<file path="config.mk">
export PLATFORM = sky130hd
export DESIGN_NAME = pts_regs
export DESIGN_NICKNAME = d
export VERILOG_FILES = /design/src/common/pts_pkg.sv /design/src/rtl/pts_meas.sv /design/src/rtl/pts_regs.sv
export SDC_FILE = /design/constraint.sdc
export NUM_CORES = 1
export LEC_CHECK = 0
export BUFFER_PORTS_ARGS = -buffer_cell sky130_fd_sc_hd__buf_2
export CORE_UTILIZATION = 25
export CTS_CLUSTER_SIZE = 10
export DETAILED_ROUTE_END_ITERATION = 7
export GPL_TIMING_DRIVEN = 0
export PLACE_DENSITY_LB_ADDON = 0.1
export SYNTH_ARGS = -nofsm -noshare
export SYNTH_HDL_FRONTEND = slang
export SYNTH_HIERARCHICAL = 1
export SYNTH_SLANG_ARGS = --single-unit
</file>
<file path="constraint.sdc">
create_clock -name ref_clk_i -period 23.8 [get_ports ref_clk_i]
set_clock_uncertainty 0.15 [all_clocks]
set_input_delay 4.76 -clock ref_clk_i [delete_from_list [all_inputs] [get_ports ref_clk_i]]
set_output_delay 4.76 -clock ref_clk_i [all_outputs]
set_load 0.05 [all_outputs]
</file>
<file path="src/common/pts_pkg.sv">
package pts_pkg;

   // Clock rate and measurement cadence
   localparam int CLK_MHZ = 125;
   localparam int MEAS_PERIOD_US = 200;
   localparam int MEAS_PERIOD_CYC = MEAS_PERIOD_US * CLK_MHZ;
   localparam int SAMP_LOG2 = 4;
   localparam int SAMP_CNT = 1 << SAMP_LOG2;

   // Bus address of this device
   localparam logic [6:0] DEV_ADDR_RST = 7'h40;

   // Command codes
   localparam logic [7:0] CMD_CLEAR = 8'h03;
   localparam logic [7:0] CMD_ST_BYTE = 8'h78;
   localparam logic [7:0] CMD_ST_WORD = 8'h79;
   localparam logic [7:0] CMD_ST_VOUT = 8'h7A;
   localparam logic [7:0] CMD_ST_IOUT = 8'h7B;
   localparam logic [7:0] CMD_ST_TEMP = 8'h7D;
   localparam logic [7:0] CMD_ST_CML = 8'h7E;
   localparam logic [7:0] CMD_RD_VIN = 8'h88;
   localparam logic [7:0] CMD_RD_VOUT = 8'h8B;
   localparam logic [7:0] CMD_VIN_MIN = 8'hA0;
   localparam logic [7:0] CMD_VOUT_MIN = 8'hA4;
   localparam logic [7:0] CMD_IDENT = 8'hD0;
   localparam logic [7:0] CMD_VO_OFS = 8'hD1;
   localparam logic [7:0] CMD_VO_GAIN = 8'hD2;
   localparam logic [7:0] CMD_VI_OFS = 8'hD3;
   localparam logic [7:0] CMD_VI_GAIN = 8'hD4;

   // Linear-format exponents, two's complement
   localparam logic [4:0] EXP_M10 = 5'h16;
   localparam logic [4:0] EXP_M8 = 5'h18;
   localparam logic [4:0] EXP_M5 = 5'h1B;
   localparam logic [4:0] EXP_M2 = 5'h1E;

   // Fixed minimum reports
   localparam logic [10:0] MANT_VIN_MIN = 11'h00C;
   localparam logic [10:0] MANT_VOUT_MIN = 11'h266;

   // Trim limits, in mantissa steps
   localparam logic [15:0] VO_OFS_LO = 16'hFF80;
   localparam logic [15:0] VO_OFS_HI = 16'h007F;
   localparam logic [15:0] GAIN_LO = 16'hFFE0;
   localparam logic [15:0] GAIN_HI = 16'h001F;
   localparam logic [15:0] VI_OFS_LO = 16'hFFC0;
   localparam logic [15:0] VI_OFS_HI = 16'h003F;

   // Reset values of the trims and readings
   localparam logic [15:0] VO_OFS_RST = 16'h0000;
   localparam logic [15:0] GAIN_RST = {EXP_M8, 11'h000};
   localparam logic [15:0] VI_OFS_RST = {EXP_M5, 11'h000};
   localparam logic [15:0] VIN_RD_RST = {EXP_M5, 11'h000};

   // Reading clamps
   localparam logic [15:0] VOUT_MAX = 16'hFFFF;
   localparam logic [15:0] VIN_MANT_MAX = 16'h03FF;

   // Packet error check polynomial
   localparam logic [7:0] CRC_POLY = 8'h07;

   // Serial engine phases
   typedef enum logic [2:0] {
      PH_IDLE = 3'b000,
      PH_ADDR = 3'b001,
      PH_RX = 3'b010,
      PH_TX = 3'b011,
      PH_ACK = 3'b100,
      PH_MACK = 3'b101,
      PH_WAIT = 3'b110
   } pts_ph_t;

endpackage

</file>
<file path="src/rtl/pts_meas.sv">
`timescale 1ns/10ps
module pts_meas #(
   parameter int PERIOD_CYC = pts_pkg::MEAS_PERIOD_CYC
) (
   // Clock and reset
   input wire logic ref_clk_i,
   input wire logic arst_n_i,
   // Converter samples, same clock
   input wire logic [15:0] vout_raw_i,
   input wire logic [9:0] vin_raw_i,
   input wire logic [9:0] iout_raw_i,
   // Calibration words
   input wire logic [15:0] vo_ofs_i,
   input wire logic [15:0] vo_gain_i,
   input wire logic [15:0] vi_ofs_i,
   input wire logic [15:0] vi_gain_i,
   // Sample window and results
   output logic sample_o,
   output logic [15:0] vout_word_o,
   output logic [15:0] vin_word_o,
   output logic [9:0] iout_avg_o
);

   localparam int TW = $clog2(PERIOD_CYC);
   localparam int SL = pts_pkg::SAMP_LOG2;

   // Burst must fit inside one period
   if (PERIOD_CYC < pts_pkg::SAMP_CNT + 2) begin : g_bad_period
      $error("measurement period too short for one burst");
   end

   // Whole state of the averager
   typedef struct packed {
      logic [TW-1:0] tmr;
      logic busy;
      logic done;
      logic [SL-1:0] n;
      logic [15+SL:0] avo;
      logic [9+SL:0] avi;
      logic [9+SL:0] aio;
      logic [15:0] vo;
      logic [15:0] vi;
      logic [9:0] io;
   } pts_ms_t;

   pts_ms_t st;
   pts_ms_t st_n;
   logic [15:0] vo_c; // Corrected output voltage
   logic [15:0] vi_c; // Corrected input mantissa

   // Raw times (1 + gain) plus offset, clamped to the reading range
   function automatic logic [15:0] corr(input logic [15:0] raw,
      input logic [10:0] g, input logic [15:0] ofs,
      input logic [15:0] lim);
      logic signed [27:0] p;
      logic signed [27:0] s;
      p = $signed({12'h000, raw}) * $signed({{17{g[10]}}, g});
      s = $signed({12'h000, raw}) + (p >>> 8)
         + $signed({{12{ofs[15]}}, ofs});
      if (s < 0) return 16'h0000;
      if (s > $signed({12'h000, lim})) return lim;
      return s[15:0];
   endfunction

   // Gain has exponent -8, so the product drops eight bits
   assign vo_c = corr(st.avo[15+SL:SL], vo_gain_i[10:0], vo_ofs_i,
      pts_pkg::VOUT_MAX);
   // Input offset is an 11-bit mantissa on the reading's scale
   assign vi_c = corr({6'h00, st.avi[9+SL:SL]}, vi_gain_i[10:0],
      {{5{vi_ofs_i[10]}}, vi_ofs_i[10:0]},
      pts_pkg::VIN_MANT_MAX);

   // Period timer, sixteen-sample burst, then averaged load
   always_comb begin
      st_n = st;
      st_n.done = 1'b0;
      st_n.tmr = TW'(st.tmr + 1'b1);
      // Accumulate one sample of each quantity per cycle
      if (st.busy) begin
         st_n.avo = st.avo + {{SL{1'b0}}, vout_raw_i};
         st_n.avi = st.avi + {{SL{1'b0}}, vin_raw_i};
         st_n.aio = st.aio + {{SL{1'b0}}, iout_raw_i};
         st_n.n = SL'(st.n + 1'b1);
         if (&st.n) begin
            st_n.busy = 1'b0;
            st_n.done = 1'b1;
         end
      end
      // Period elapsed: start a fresh burst
      if (st.tmr == TW'(PERIOD_CYC - 1)) begin
         st_n.tmr = '0;
         st_n.busy = 1'b1;
         st_n.n = '0;
         st_n.avo = '0;
         st_n.avi = '0;
         st_n.aio = '0;
      end
      // Readings change only once per burst, never mid-average
      if (st.done) begin
         st_n.vo = vo_c;
         st_n.vi = {pts_pkg::EXP_M5, 1'b0, vi_c[9:0]};
         st_n.io = st.aio[9+SL:SL];
      end
   end

   // Single state register
   always_ff @(posedge ref_clk_i or negedge arst_n_i) begin
      if (!arst_n_i) begin
         st <= '0;
         st.vi <= pts_pkg::VIN_RD_RST;
      end else begin
         st <= st_n;
      end
   end

   assign sample_o = st.busy;
   assign vout_word_o = st.vo;
   assign vin_word_o = st.vi;
   assign iout_avg_o = st.io;

   chk_samp_burst:
   assert property (@(posedge ref_clk_i) disable iff (!arst_n_i)
      $rose(st.busy) |-> st.busy[*8] ##1 st.busy[*8] ##1 !st.busy)
      else $error("sample burst is not sixteen cycles");

   chk_vin_format:
   assert property (@(posedge ref_clk_i) disable iff (!arst_n_i)
      vin_word_o[15:11] == pts_pkg::EXP_M5 && !vin_word_o[10])
      else $error("input reading format broken");

   chk_vout_load:
   assert property (@(posedge ref_clk_i) disable iff (!arst_n_i)
      st.done |=> vout_word_o == $past(vo_c) ##1 $stable(vout_word_o))
      else $error("output reading not loaded from average");

endmodule

</file>
<file path="src/rtl/pts_regs.sv">
`timescale 1ns/10ps
// Operation
// - Output reading: unsigned mantissa, exponent -10
// - Output offset trim, signed, -125..124 mV
// - Output gain trim, exponent -8, 11-bit mantissa
// - Reading equals raw times (1 + gain) plus offset
// - Input reading exponent -5, positive mantissa
// - Input offset trim, exponent -5, 31.25 mV steps
// - Input gain trim, exponent -8, 11-bit mantissa
// - Status bits read one when condition active
// - Summary byte layout, bit 7 unused
// - Summary word mirrors byte, adds high flags
// - Output voltage and current status bytes
// - Temperature status byte fault and warning
// - Communication status: command, check, other faults
// - Minimum input report fixed, exponent -2
// - Minimum output report fixed, exponent -10
// - Identity word: module type, maker code
// - Sixteen-sample averages every 200 us
module pts_regs #(
   parameter logic [6:0] DEV_ADDR = pts_pkg::DEV_ADDR_RST,
   parameter int MEAS_PERIOD_CYC = pts_pkg::MEAS_PERIOD_CYC,
   parameter logic [5:0] MODULE_TYPE = 6'h2A, // Arbitrary value
   parameter logic [1:0] MAKER_ID = 2'h2 // Arbitrary value
) (
   // Clock and reset
   input wire logic ref_clk_i,
   input wire logic arst_n_i,
   // Management bus pins, open drain data
   input wire logic scl_i,
   input wire logic sda_i,
   output logic sda_o,
   output logic sda_oe_o,
   // Conditions from the power stage
   input wire logic out_off_i,
   input wire logic vout_ov_i,
   input wire logic vout_uv_i,
   input wire logic iout_oc_i,
   input wire logic iout_warn_i,
   input wire logic vin_uv_i,
   input wire logic ot_fault_i,
   input wire logic ot_warn_i,
   input wire logic vout_in_window_i,
   // Power-good pin, open drain
   output logic power_within_limits_output_o,
   output logic power_within_limits_output_oe_o,
   // Measurement samples and window
   input wire logic [15:0] vout_raw_i,
   input wire logic [9:0] vin_raw_i,
   input wire logic [9:0] iout_raw_i,
   output logic sample_o,
   output logic [9:0] iout_avg_o
);

   // Whole state of the bus engine and register bank
   typedef struct packed {
      logic [10:0] s1; // Pin synchroniser, first stage
      logic [10:0] s2; // Pin synchroniser, second stage
      logic scl_d;
      logic sda_d;
      pts_pkg::pts_ph_t ph;
      logic [3:0] cnt; // Bits of the current byte
      logic [7:0] sh; // Byte shifter
      logic [7:0] crc; // Running packet check
      logic [7:0] crc_sv; // Check at the last byte boundary
      logic rd; // Addressed for reading
      logic [7:0] cmd;
      logic [2:0] nrx; // Bytes written, saturating
      logic [1:0] ntx; // Bytes read so far
      logic pec_ok; // Last byte matched the check
      logic [15:0] wdat;
      logic mack; // Host acknowledged our byte
      logic [15:0] vo_ofs;
      logic [15:0] vo_gain;
      logic [15:0] vi_ofs;
      logic [15:0] vi_gain;
      logic [2:0] cml; // Bad command, bad check, other
      logic oe;
      logic pg_oe;
   } pts_st_t;

   pts_st_t st;
   pts_st_t st_n;
   logic scl, sda, rise, fall, start, stop;
   logic [8:0] flt; // Synchronised conditions
   logic [5:0] six; // Summary bits 6 down to 1
   logic [7:0] stat_byte, stat_vout, stat_iout, stat_temp, stat_cml;
   logic [15:0] stat_word;
   logic [15:0] vout_word, vin_word, rd_val;
   logic [1:0] rd_len;
   logic rd_ok, wr_ok;
   logic [2:0] wr_len;
   logic [7:0] tx_nb; // Next byte to send
   logic clr, set_inv, set_pec, set_oth;

   // Packet check, one bit at a time, MSB first
   function automatic logic [7:0] crc_bit(input logic [7:0] c,
      input logic b);
      return {c[6:0], 1'b0} ^ ((c[7] ^ b) ? pts_pkg::CRC_POLY : 8'h00);
   endfunction

   // Saturate a trim word; linear words keep a fixed exponent
   function automatic logic [15:0] trim_fix(input logic [15:0] w,
      input logic [15:0] lo, input logic [15:0] hi,
      input logic [4:0] ex, input logic lin);
      logic [15:0] m;
      m = lin ? {{5{w[10]}}, w[10:0]} : w;
      if ($signed(m) < $signed(lo)) m = lo;
      if ($signed(m) > $signed(hi)) m = hi;
      return lin ? {ex, m[10:0]} : m;
   endfunction

   // Averaging and calibration of the readings
   pts_meas #(
      .PERIOD_CYC(MEAS_PERIOD_CYC)
   ) u_meas (
      .ref_clk_i(ref_clk_i),
      .arst_n_i(arst_n_i),
      .vout_raw_i(vout_raw_i),
      .vin_raw_i(vin_raw_i),
      .iout_raw_i(iout_raw_i),
      .vo_ofs_i(st.vo_ofs),
      .vo_gain_i(st.vo_gain),
      .vi_ofs_i(st.vi_ofs),
      .vi_gain_i(st.vi_gain),
      .sample_o(sample_o),
      .vout_word_o(vout_word),
      .vin_word_o(vin_word),
      .iout_avg_o(iout_avg_o)
   );

   // Only the second synchroniser stage feeds logic
   assign scl = st.s2[10];
   assign sda = st.s2[9];
   assign flt = st.s2[8:0];
   assign rise = scl & ~st.scl_d;
   assign fall = ~scl & st.scl_d;
   assign start = scl & st.scl_d & st.sda_d & ~sda;
   assign stop = scl & st.scl_d & ~st.sda_d & sda;

   // Status responses are live views; reading never touches state
   assign six = {flt[8], flt[7], flt[5], flt[3], flt[2] | flt[1],
      |st.cml};
   assign stat_byte = {1'b0, six,
      ~|six & (flt[6] | flt[4] | ~flt[0])};
   assign stat_word = {flt[7] | flt[6], flt[5] | flt[4], 2'h0,
      ~flt[0], 3'h0, stat_byte};
   assign stat_vout = {flt[7], 2'h0, flt[6], 4'h0};
   assign stat_iout = {flt[5], 1'h0, flt[4], 5'h0};
   assign stat_temp = {flt[2], flt[1], 6'h00};
   assign stat_cml = {st.cml[2], st.cml[2], st.cml[1], 3'h0,
      st.cml[0], 1'h0};

   // Read decode: byte count and value per command
   always_comb begin
      rd_ok = 1'b1;
      rd_len = 2'd2;
      rd_val = 16'h0000;
      case (st.cmd)
         pts_pkg::CMD_RD_VOUT: rd_val = vout_word;
         pts_pkg::CMD_RD_VIN: rd_val = vin_word;
         pts_pkg::CMD_VO_OFS: rd_val = st.vo_ofs;
         pts_pkg::CMD_VO_GAIN: rd_val = st.vo_gain;
         pts_pkg::CMD_VI_OFS: rd_val = st.vi_ofs;
         pts_pkg::CMD_VI_GAIN: rd_val = st.vi_gain;
         pts_pkg::CMD_ST_WORD: rd_val = stat_word;
         pts_pkg::CMD_VIN_MIN:
            rd_val = {pts_pkg::EXP_M2, pts_pkg::MANT_VIN_MIN};
         pts_pkg::CMD_VOUT_MIN:
            rd_val = {pts_pkg::EXP_M10, pts_pkg::MANT_VOUT_MIN};
         pts_pkg::CMD_IDENT:
            rd_val = {6'h00, MAKER_ID, MODULE_TYPE, 2'h0};
         default: begin
            rd_len = 2'd1;
            case (st.cmd)
               pts_pkg::CMD_ST_BYTE: rd_val = {8'h00, stat_byte};
               pts_pkg::CMD_ST_VOUT: rd_val = {8'h00, stat_vout};
               pts_pkg::CMD_ST_IOUT: rd_val = {8'h00, stat_iout};
               pts_pkg::CMD_ST_TEMP: rd_val = {8'h00, stat_temp};
               pts_pkg::CMD_ST_CML: rd_val = {8'h00, stat_cml};
               default: begin
                  // Unknown: only the check byte, then ones
                  rd_ok = 1'b0;
                  rd_len = 2'd0;
               end
            endcase
         end
      endcase
   end

   // Writable commands: four trims and the flag clear
   assign wr_ok = (st.cmd == pts_pkg::CMD_CLEAR)
      | (st.cmd == pts_pkg::CMD_VO_OFS) | (st.cmd == pts_pkg::CMD_VO_GAIN)
      | (st.cmd == pts_pkg::CMD_VI_OFS) | (st.cmd == pts_pkg::CMD_VI_GAIN);
   assign wr_len = (st.cmd == pts_pkg::CMD_CLEAR) ? 3'd0 : 3'd2;

   // Low byte first, then the check byte, then idle ones
   assign tx_nb = (st.ntx < rd_len)
      ? ((st.ntx == 2'd0) ? rd_val[7:0] : rd_val[15:8])
      : ((st.ntx == rd_len) ? st.crc : 8'hFF);

   // Bus engine and register bank
   always_comb begin
      st_n = st;
      clr = 1'b0;
      set_inv = 1'b0;
      set_pec = 1'b0;
      set_oth = 1'b0;
      st_n.s1 = {scl_i, sda_i, out_off_i, vout_ov_i, vout_uv_i, iout_oc_i,
         iout_warn_i, vin_uv_i, ot_fault_i, ot_warn_i, vout_in_window_i};
      st_n.s2 = st.s1;
      st_n.scl_d = scl;
      st_n.sda_d = sda;
      if (start) begin
         // A repeated start keeps the running check
         if (st.ph == pts_pkg::PH_IDLE || st.ph == pts_pkg::PH_WAIT) begin
            st_n.crc = 8'h00;
            st_n.nrx = 3'd0;
            st_n.rd = 1'b0;
         end
         st_n.ph = pts_pkg::PH_ADDR;
         st_n.cnt = 4'd0;
      end else if (stop) begin
         // Writes take effect only at a clean stop
         if (st.ph != pts_pkg::PH_IDLE && !st.rd && st.nrx != 3'd0) begin
            if (!wr_ok) begin
               set_inv = 1'b1;
            end else if (st.nrx == 3'(wr_len + 3'd1)
               || (st.nrx == 3'(wr_len + 3'd2) && st.pec_ok)) begin
               case (st.cmd)
                  pts_pkg::CMD_VO_OFS: st_n.vo_ofs = trim_fix(st.wdat,
                     pts_pkg::VO_OFS_LO, pts_pkg::VO_OFS_HI,
                     pts_pkg::EXP_M10, 1'b0);
                  pts_pkg::CMD_VO_GAIN: st_n.vo_gain = trim_fix(st.wdat,
                     pts_pkg::GAIN_LO, pts_pkg::GAIN_HI,
                     pts_pkg::EXP_M8, 1'b1);
                  pts_pkg::CMD_VI_OFS: st_n.vi_ofs = trim_fix(st.wdat,
                     pts_pkg::VI_OFS_LO, pts_pkg::VI_OFS_HI,
                     pts_pkg::EXP_M5, 1'b1);
                  pts_pkg::CMD_VI_GAIN: st_n.vi_gain = trim_fix(st.wdat,
                     pts_pkg::GAIN_LO, pts_pkg::GAIN_HI,
                     pts_pkg::EXP_M8, 1'b1);
                  default: clr = 1'b1;
               endcase
            end else if (st.nrx == 3'(wr_len + 3'd2)) begin
               set_pec = 1'b1;
            end else begin
               set_oth = 1'b1;
            end
         end
         st_n.ph = pts_pkg::PH_IDLE;
      end else if (rise) begin
         // Data bits in either direction feed the check
         if (st.ph == pts_pkg::PH_ADDR || st.ph == pts_pkg::PH_RX
            || st.ph == pts_pkg::PH_TX) begin
            st_n.crc = crc_bit(st.crc, sda);
            st_n.cnt = 4'(st.cnt + 4'd1);
            if (st.ph != pts_pkg::PH_TX) st_n.sh = {st.sh[6:0], sda};
         end
         if (st.ph == pts_pkg::PH_MACK) st_n.mack = ~sda;
      end else if (fall) begin
         case (st.ph)
            pts_pkg::PH_ADDR: begin
               if (st.cnt == 4'd8) begin
                  if (st.sh[7:1] == DEV_ADDR) begin
                     st_n.ph = pts_pkg::PH_ACK;
                     st_n.rd = st.sh[0];
                     st_n.ntx = 2'd0;
                     st_n.crc_sv = st.crc;
                     if (st.sh[0] && (!rd_ok || st.nrx == 3'd0)) begin
                        set_inv = 1'b1;
                     end
                  end else begin
                     st_n.ph = pts_pkg::PH_WAIT;
                  end
               end
            end
            pts_pkg::PH_RX: begin
               if (st.cnt == 4'd8) begin
                  st_n.pec_ok = (st.sh == st.crc_sv);
                  st_n.crc_sv = st.crc;
                  if (st.nrx != 3'd7) st_n.nrx = 3'(st.nrx + 3'd1);
                  case (st.nrx)
                     3'd0: st_n.cmd = st.sh;
                     3'd1: st_n.wdat[7:0] = st.sh;
                     3'd2: st_n.wdat[15:8] = st.sh;
                     default: ;
                  endcase
                  st_n.ph = pts_pkg::PH_ACK;
               end
            end
            pts_pkg::PH_ACK: begin
               st_n.cnt = 4'd0;
               if (st.rd) begin
                  st_n.ph = pts_pkg::PH_TX;
                  st_n.sh = tx_nb;
                  if (st.ntx != 2'd3) st_n.ntx = 2'(st.ntx + 2'd1);
               end else begin
                  st_n.ph = pts_pkg::PH_RX;
               end
            end
            pts_pkg::PH_TX: begin
               if (st.cnt == 4'd8) st_n.ph = pts_pkg::PH_MACK;
               else st_n.sh = {st.sh[6:0], 1'b1};
            end
            pts_pkg::PH_MACK: begin
               // Host NACK ends our part of the read
               if (st.mack) begin
                  st_n.ph = pts_pkg::PH_TX;
                  st_n.cnt = 4'd0;
                  st_n.sh = tx_nb;
                  if (st.ntx != 2'd3) st_n.ntx = 2'(st.ntx + 2'd1);
               end else begin
                  st_n.ph = pts_pkg::PH_WAIT;
               end
            end
            default: ;
         endcase
      end
      st_n.oe = (st_n.ph == pts_pkg::PH_ACK)
         | (st_n.ph == pts_pkg::PH_TX & ~st_n.sh[7]);
      st_n.pg_oe = ~flt[0];
      // New events win over a clear in the same cycle
      st_n.cml = (st.cml & ~{3{clr}})
         | {set_inv, set_pec, set_oth};
   end

   // Single state register
   always_ff @(posedge ref_clk_i or negedge arst_n_i) begin
      if (!arst_n_i) begin
         st <= '0;
         st.vo_ofs <= pts_pkg::VO_OFS_RST;
         st.vo_gain <= pts_pkg::GAIN_RST;
         st.vi_ofs <= pts_pkg::VI_OFS_RST;
         st.vi_gain <= pts_pkg::GAIN_RST;
      end else begin
         st <= st_n;
      end
   end

   // Open-drain pins only ever pull low
   assign sda_o = 1'b0;
   assign sda_oe_o = st.oe;
   assign power_within_limits_output_o = 1'b0;
   assign power_within_limits_output_oe_o = st.pg_oe;

   chk_byte_mirror:
   assert property (@(posedge ref_clk_i) disable iff (!arst_n_i)
      stat_word[7:0] == stat_byte && stat_word[13:12] == 2'h0)
      else $error("status word does not mirror status byte");

   chk_none_excl:
   assert property (@(posedge ref_clk_i) disable iff (!arst_n_i)
      stat_byte[0] |-> stat_byte[7:1] == 7'h00)
      else $error("none-of-above set beside another flag");

   chk_cml_keep:
   assert property (@(posedge ref_clk_i) disable iff (!arst_n_i)
      !clr |=> (st.cml & $past(st.cml)) == $past(st.cml))
      else $error("communication flag lost without clear");

   chk_pec_flag:
   assert property (@(posedge ref_clk_i) disable iff (!arst_n_i)
      set_pec |=> st.cml[1] && stat_cml[5])
      else $error("failed check not flagged");

   chk_gain_exp:
   assert property (@(posedge ref_clk_i) disable iff (!arst_n_i)
      st.vo_gain[15:11] == pts_pkg::EXP_M8
      && st.vi_gain[15:11] == pts_pkg::EXP_M8
      && st.vi_ofs[15:11] == pts_pkg::EXP_M5)
      else $error("trim exponent field changed");

   chk_ofs_range:
   assert property (@(posedge ref_clk_i) disable iff (!arst_n_i)
      $signed(st.vo_ofs) >= $signed(pts_pkg::VO_OFS_LO)
      && $signed(st.vo_ofs) <= $signed(pts_pkg::VO_OFS_HI))
      else $error("output offset trim out of range");

   chk_oe_idle:
   assert property (@(posedge ref_clk_i) disable iff (!arst_n_i)
      stop |=> !sda_oe_o ##1 !sda_oe_o)
      else $error("data line driven after stop");

endmodule

</file>
==> flow_summary.toml <==
[global_route]
grt.total_usage = 0.172
grt_antenna_before_repair = 1
grt_max_degree = 95
grt-ovfl-total = 0
grt_pass1_vias = 22100
grt_pass1_wl_um = 140000

[setup_path]
critPathLaunchType = "register"
endpoint = "u_meas/vout_word_o[8]"
crit_slowest_cell = "a311oi_1"
critPathLaunch = "st[47]"
crit_path_max_fanout = 10
rrSetupSlack_ns = 13.60
crit_family = "adder cells"
crit_required_ns = 24.15
r2r_end = "u_meas/vout_word_o[8]"
timing.rr.start = "st[47]"
slowest_delay_ns = 0.72
cp_num_cells = 29
critPathArrivalTime_ns = 10.55
crit_buf_inv = 6
criticalPathCategory = "reg2reg"
critPathCaptureType = "register"
cpMostUsedCell = "fa_1"
reg2reg_depth = 29

[timing]
period_share = 0.428
period_needed_ns = 10.20
timing.fmax_mhz = 98.1
slew_headroom = 0.178
final-hold-violation-count = 0
worst_pin_slew_ns = 1.22
timing.setup.tns_ns = 0
grt_setup_unrepaired = "false"
setup_viol = 0
drv_slew = 0

[pwr]
powerDensity_nw_per_um2 = 36.4
ir_drop_mv = 0.0388
p_leak_nw = 14.2

[floorplan]
io_pins = 64
num_rows = 117
fp.dieArea_um2 = 105000
die_h_um = 324
design.core.area_um2 = 102000
die_w_um = 324
start_util = 0.254

[finish]
fillers = 11000
stdcell_area_um2 = 29300
regArea_um2 = 6160
final_nets = 3508
syn_to_final_growth_pct = 12.6
drive_gt1_frac = 0.0909
multiInputGateArea_um2 = 17500
n_antenna_cell = 0

[logic_synthesis]
yosys_warnings = 6
syn_inst = 2884
netlist_area_um2 = 26000
syn_area_per_cell_um2 = 9.01

[place]
gp_congestion = 0.888
portBuffers = 61
dp_hpwl_um = 71700
place_area_um2 = 28100

[run]
cap_violations = 0

[cts]
clockBufferDepth = 3
h-tree-depth = 2
root_buffer = "clkbuf_16"
clk_latency_ns = 0.59
cts_buffers = 36
cts_tree = "done"
cts.clk_slew.worst_paths_ns = 0.06
cts_resized = 0
hold_buffers = 0
clock_sinks = 246
post-cts-setup-buffers = 0

[routing]
final_antenna_net_count = 0
vias = 20900
drc = 0
wire_per_inst_um = 20.6
via_per_inst = 4.76
wl_um = 90100
firstDrtPassIters = 5
drt-initial-drc-count = 1168

[status]
status = "finished, final reports clean"

[hold_path]
hold_path_class = "reg2reg"
-- layout by cell type, fill, tap and decap left out, types with 10 or more instances in the layout --
| master | n |
|---|---|
| o211ai_1 | 14 |
| buf_4 | 44 |
| mux2i_1 | 54 |
| mux2_2 | 57 |
| o31ai_1 | 14 |
| fa_1 | 225 |
| inv_1 | 401 |
| buf_2 | 64 |
| a22oi_1 | 10 |
| nand2_1 | 296 |
| or3_1 | 15 |
| a21o_1 | 24 |
| a31oi_1 | 11 |
| o21a_1 | 16 |
| or2_2 | 16 |
| xor2_1 | 40 |
| o21bai_1 | 25 |
| clkbuf_16 | 36 |
| nand2b_1 | 24 |
| a211oi_1 | 29 |
| o221a_1 | 10 |
| nor2b_1 | 25 |
| clkbuf_1 | 120 |
| and3_1 | 34 |
| xnor2_1 | 60 |
| nor2_1 | 146 |
| nand3_1 | 63 |
| a21oi_1 | 105 |
| dfrtp_1 | 246 |
| o22ai_1 | 11 |
| nor4_1 | 10 |
| nor3_1 | 34 |
| o21ai_0 | 135 |
| ha_1 | 243 |
| and2_1 | 130 |
| nand4_1 | 21 |
-- final cells by class --
cell class,count,share of cell area
sequential,246,0.210
inverter,401,0.0514
buffer,170,0.0284
timing repair buffer,64,0.0128
tap,1368,0.0585
clock inverter,12,0.00607
clock buffer,49,0.0335
multi-input combinational,2072,0.599
-- per-stage QoR --
stage               hold slack [ns]  power, mW  std cells   util  setup slack [ns]
floorplan                     0.181      0.489       2889      -             15.63
global placement              0.185      0.529       4318  0.273             12.81
detailed placement            0.185      0.531       4321  0.274             13.50
CTS                           0.198       1.09       4382  0.286             13.45
global route                  0.206       1.11       4382  0.286             12.95
finish                        0.195       1.06       4382  0.286             13.60
-- worst reg2reg max path: cells and delay by family (launching register included) --
kind	cells	cell delay, ns
XOR/XNOR	1	0.18
AND/OR/NAND/NOR	5	0.60
buffers and inverters	6	1.40
AO/OA/AOI/OAI	9	3.23
adder cells (fa/ha/maj)	8	3.91
flip-flops	1	0.67
-- registers in the layout (all words and copies together), names as in the netlist --
register and count:
st 128, power_within_limits_output_oe_o 1, u_meas/iout_avg_o 10, scl 1, u_meas/sample_o 1, sda_oe_o 1
flt 9, u_meas/vout_word_o 16, sda 1, u_meas/vin_word_o 10, u_meas/st 68
-- routing by layer --
layer,track usage,wire (µm)
met5,0,0
met4,0.0347,1470
met3,0.0172,2910
met2,0.283,41900
met1,0.243,43800
-- worst min path at each step --
stage / depth (start not counted) / startpoint / to
final: 0 / st[147] / flt[2]
after global routing: 0 / st[145] / flt[0]
after CTS: 0 / st[147] / flt[2]
after detailed placement: 0 / st[154] / sda
after global placement: 0 / st[145] / flt[0]
after floorplan: 0 / st[145] / flt[0]
-- report_power, final --
part | total (mW) | switching, mW | internal, mW | leakage [nW]
registers | 0.438 | 0.0101 | 0.428 | 3.22
clock network | 0.542 | 0.219 | 0.323 | 0.545
logic | 0.0848 | 0.0567 | 0.0281 | 10.5
total | 1.06 | 0.286 | 0.779 | 14.2
Power figures use the tool's default switching activity.
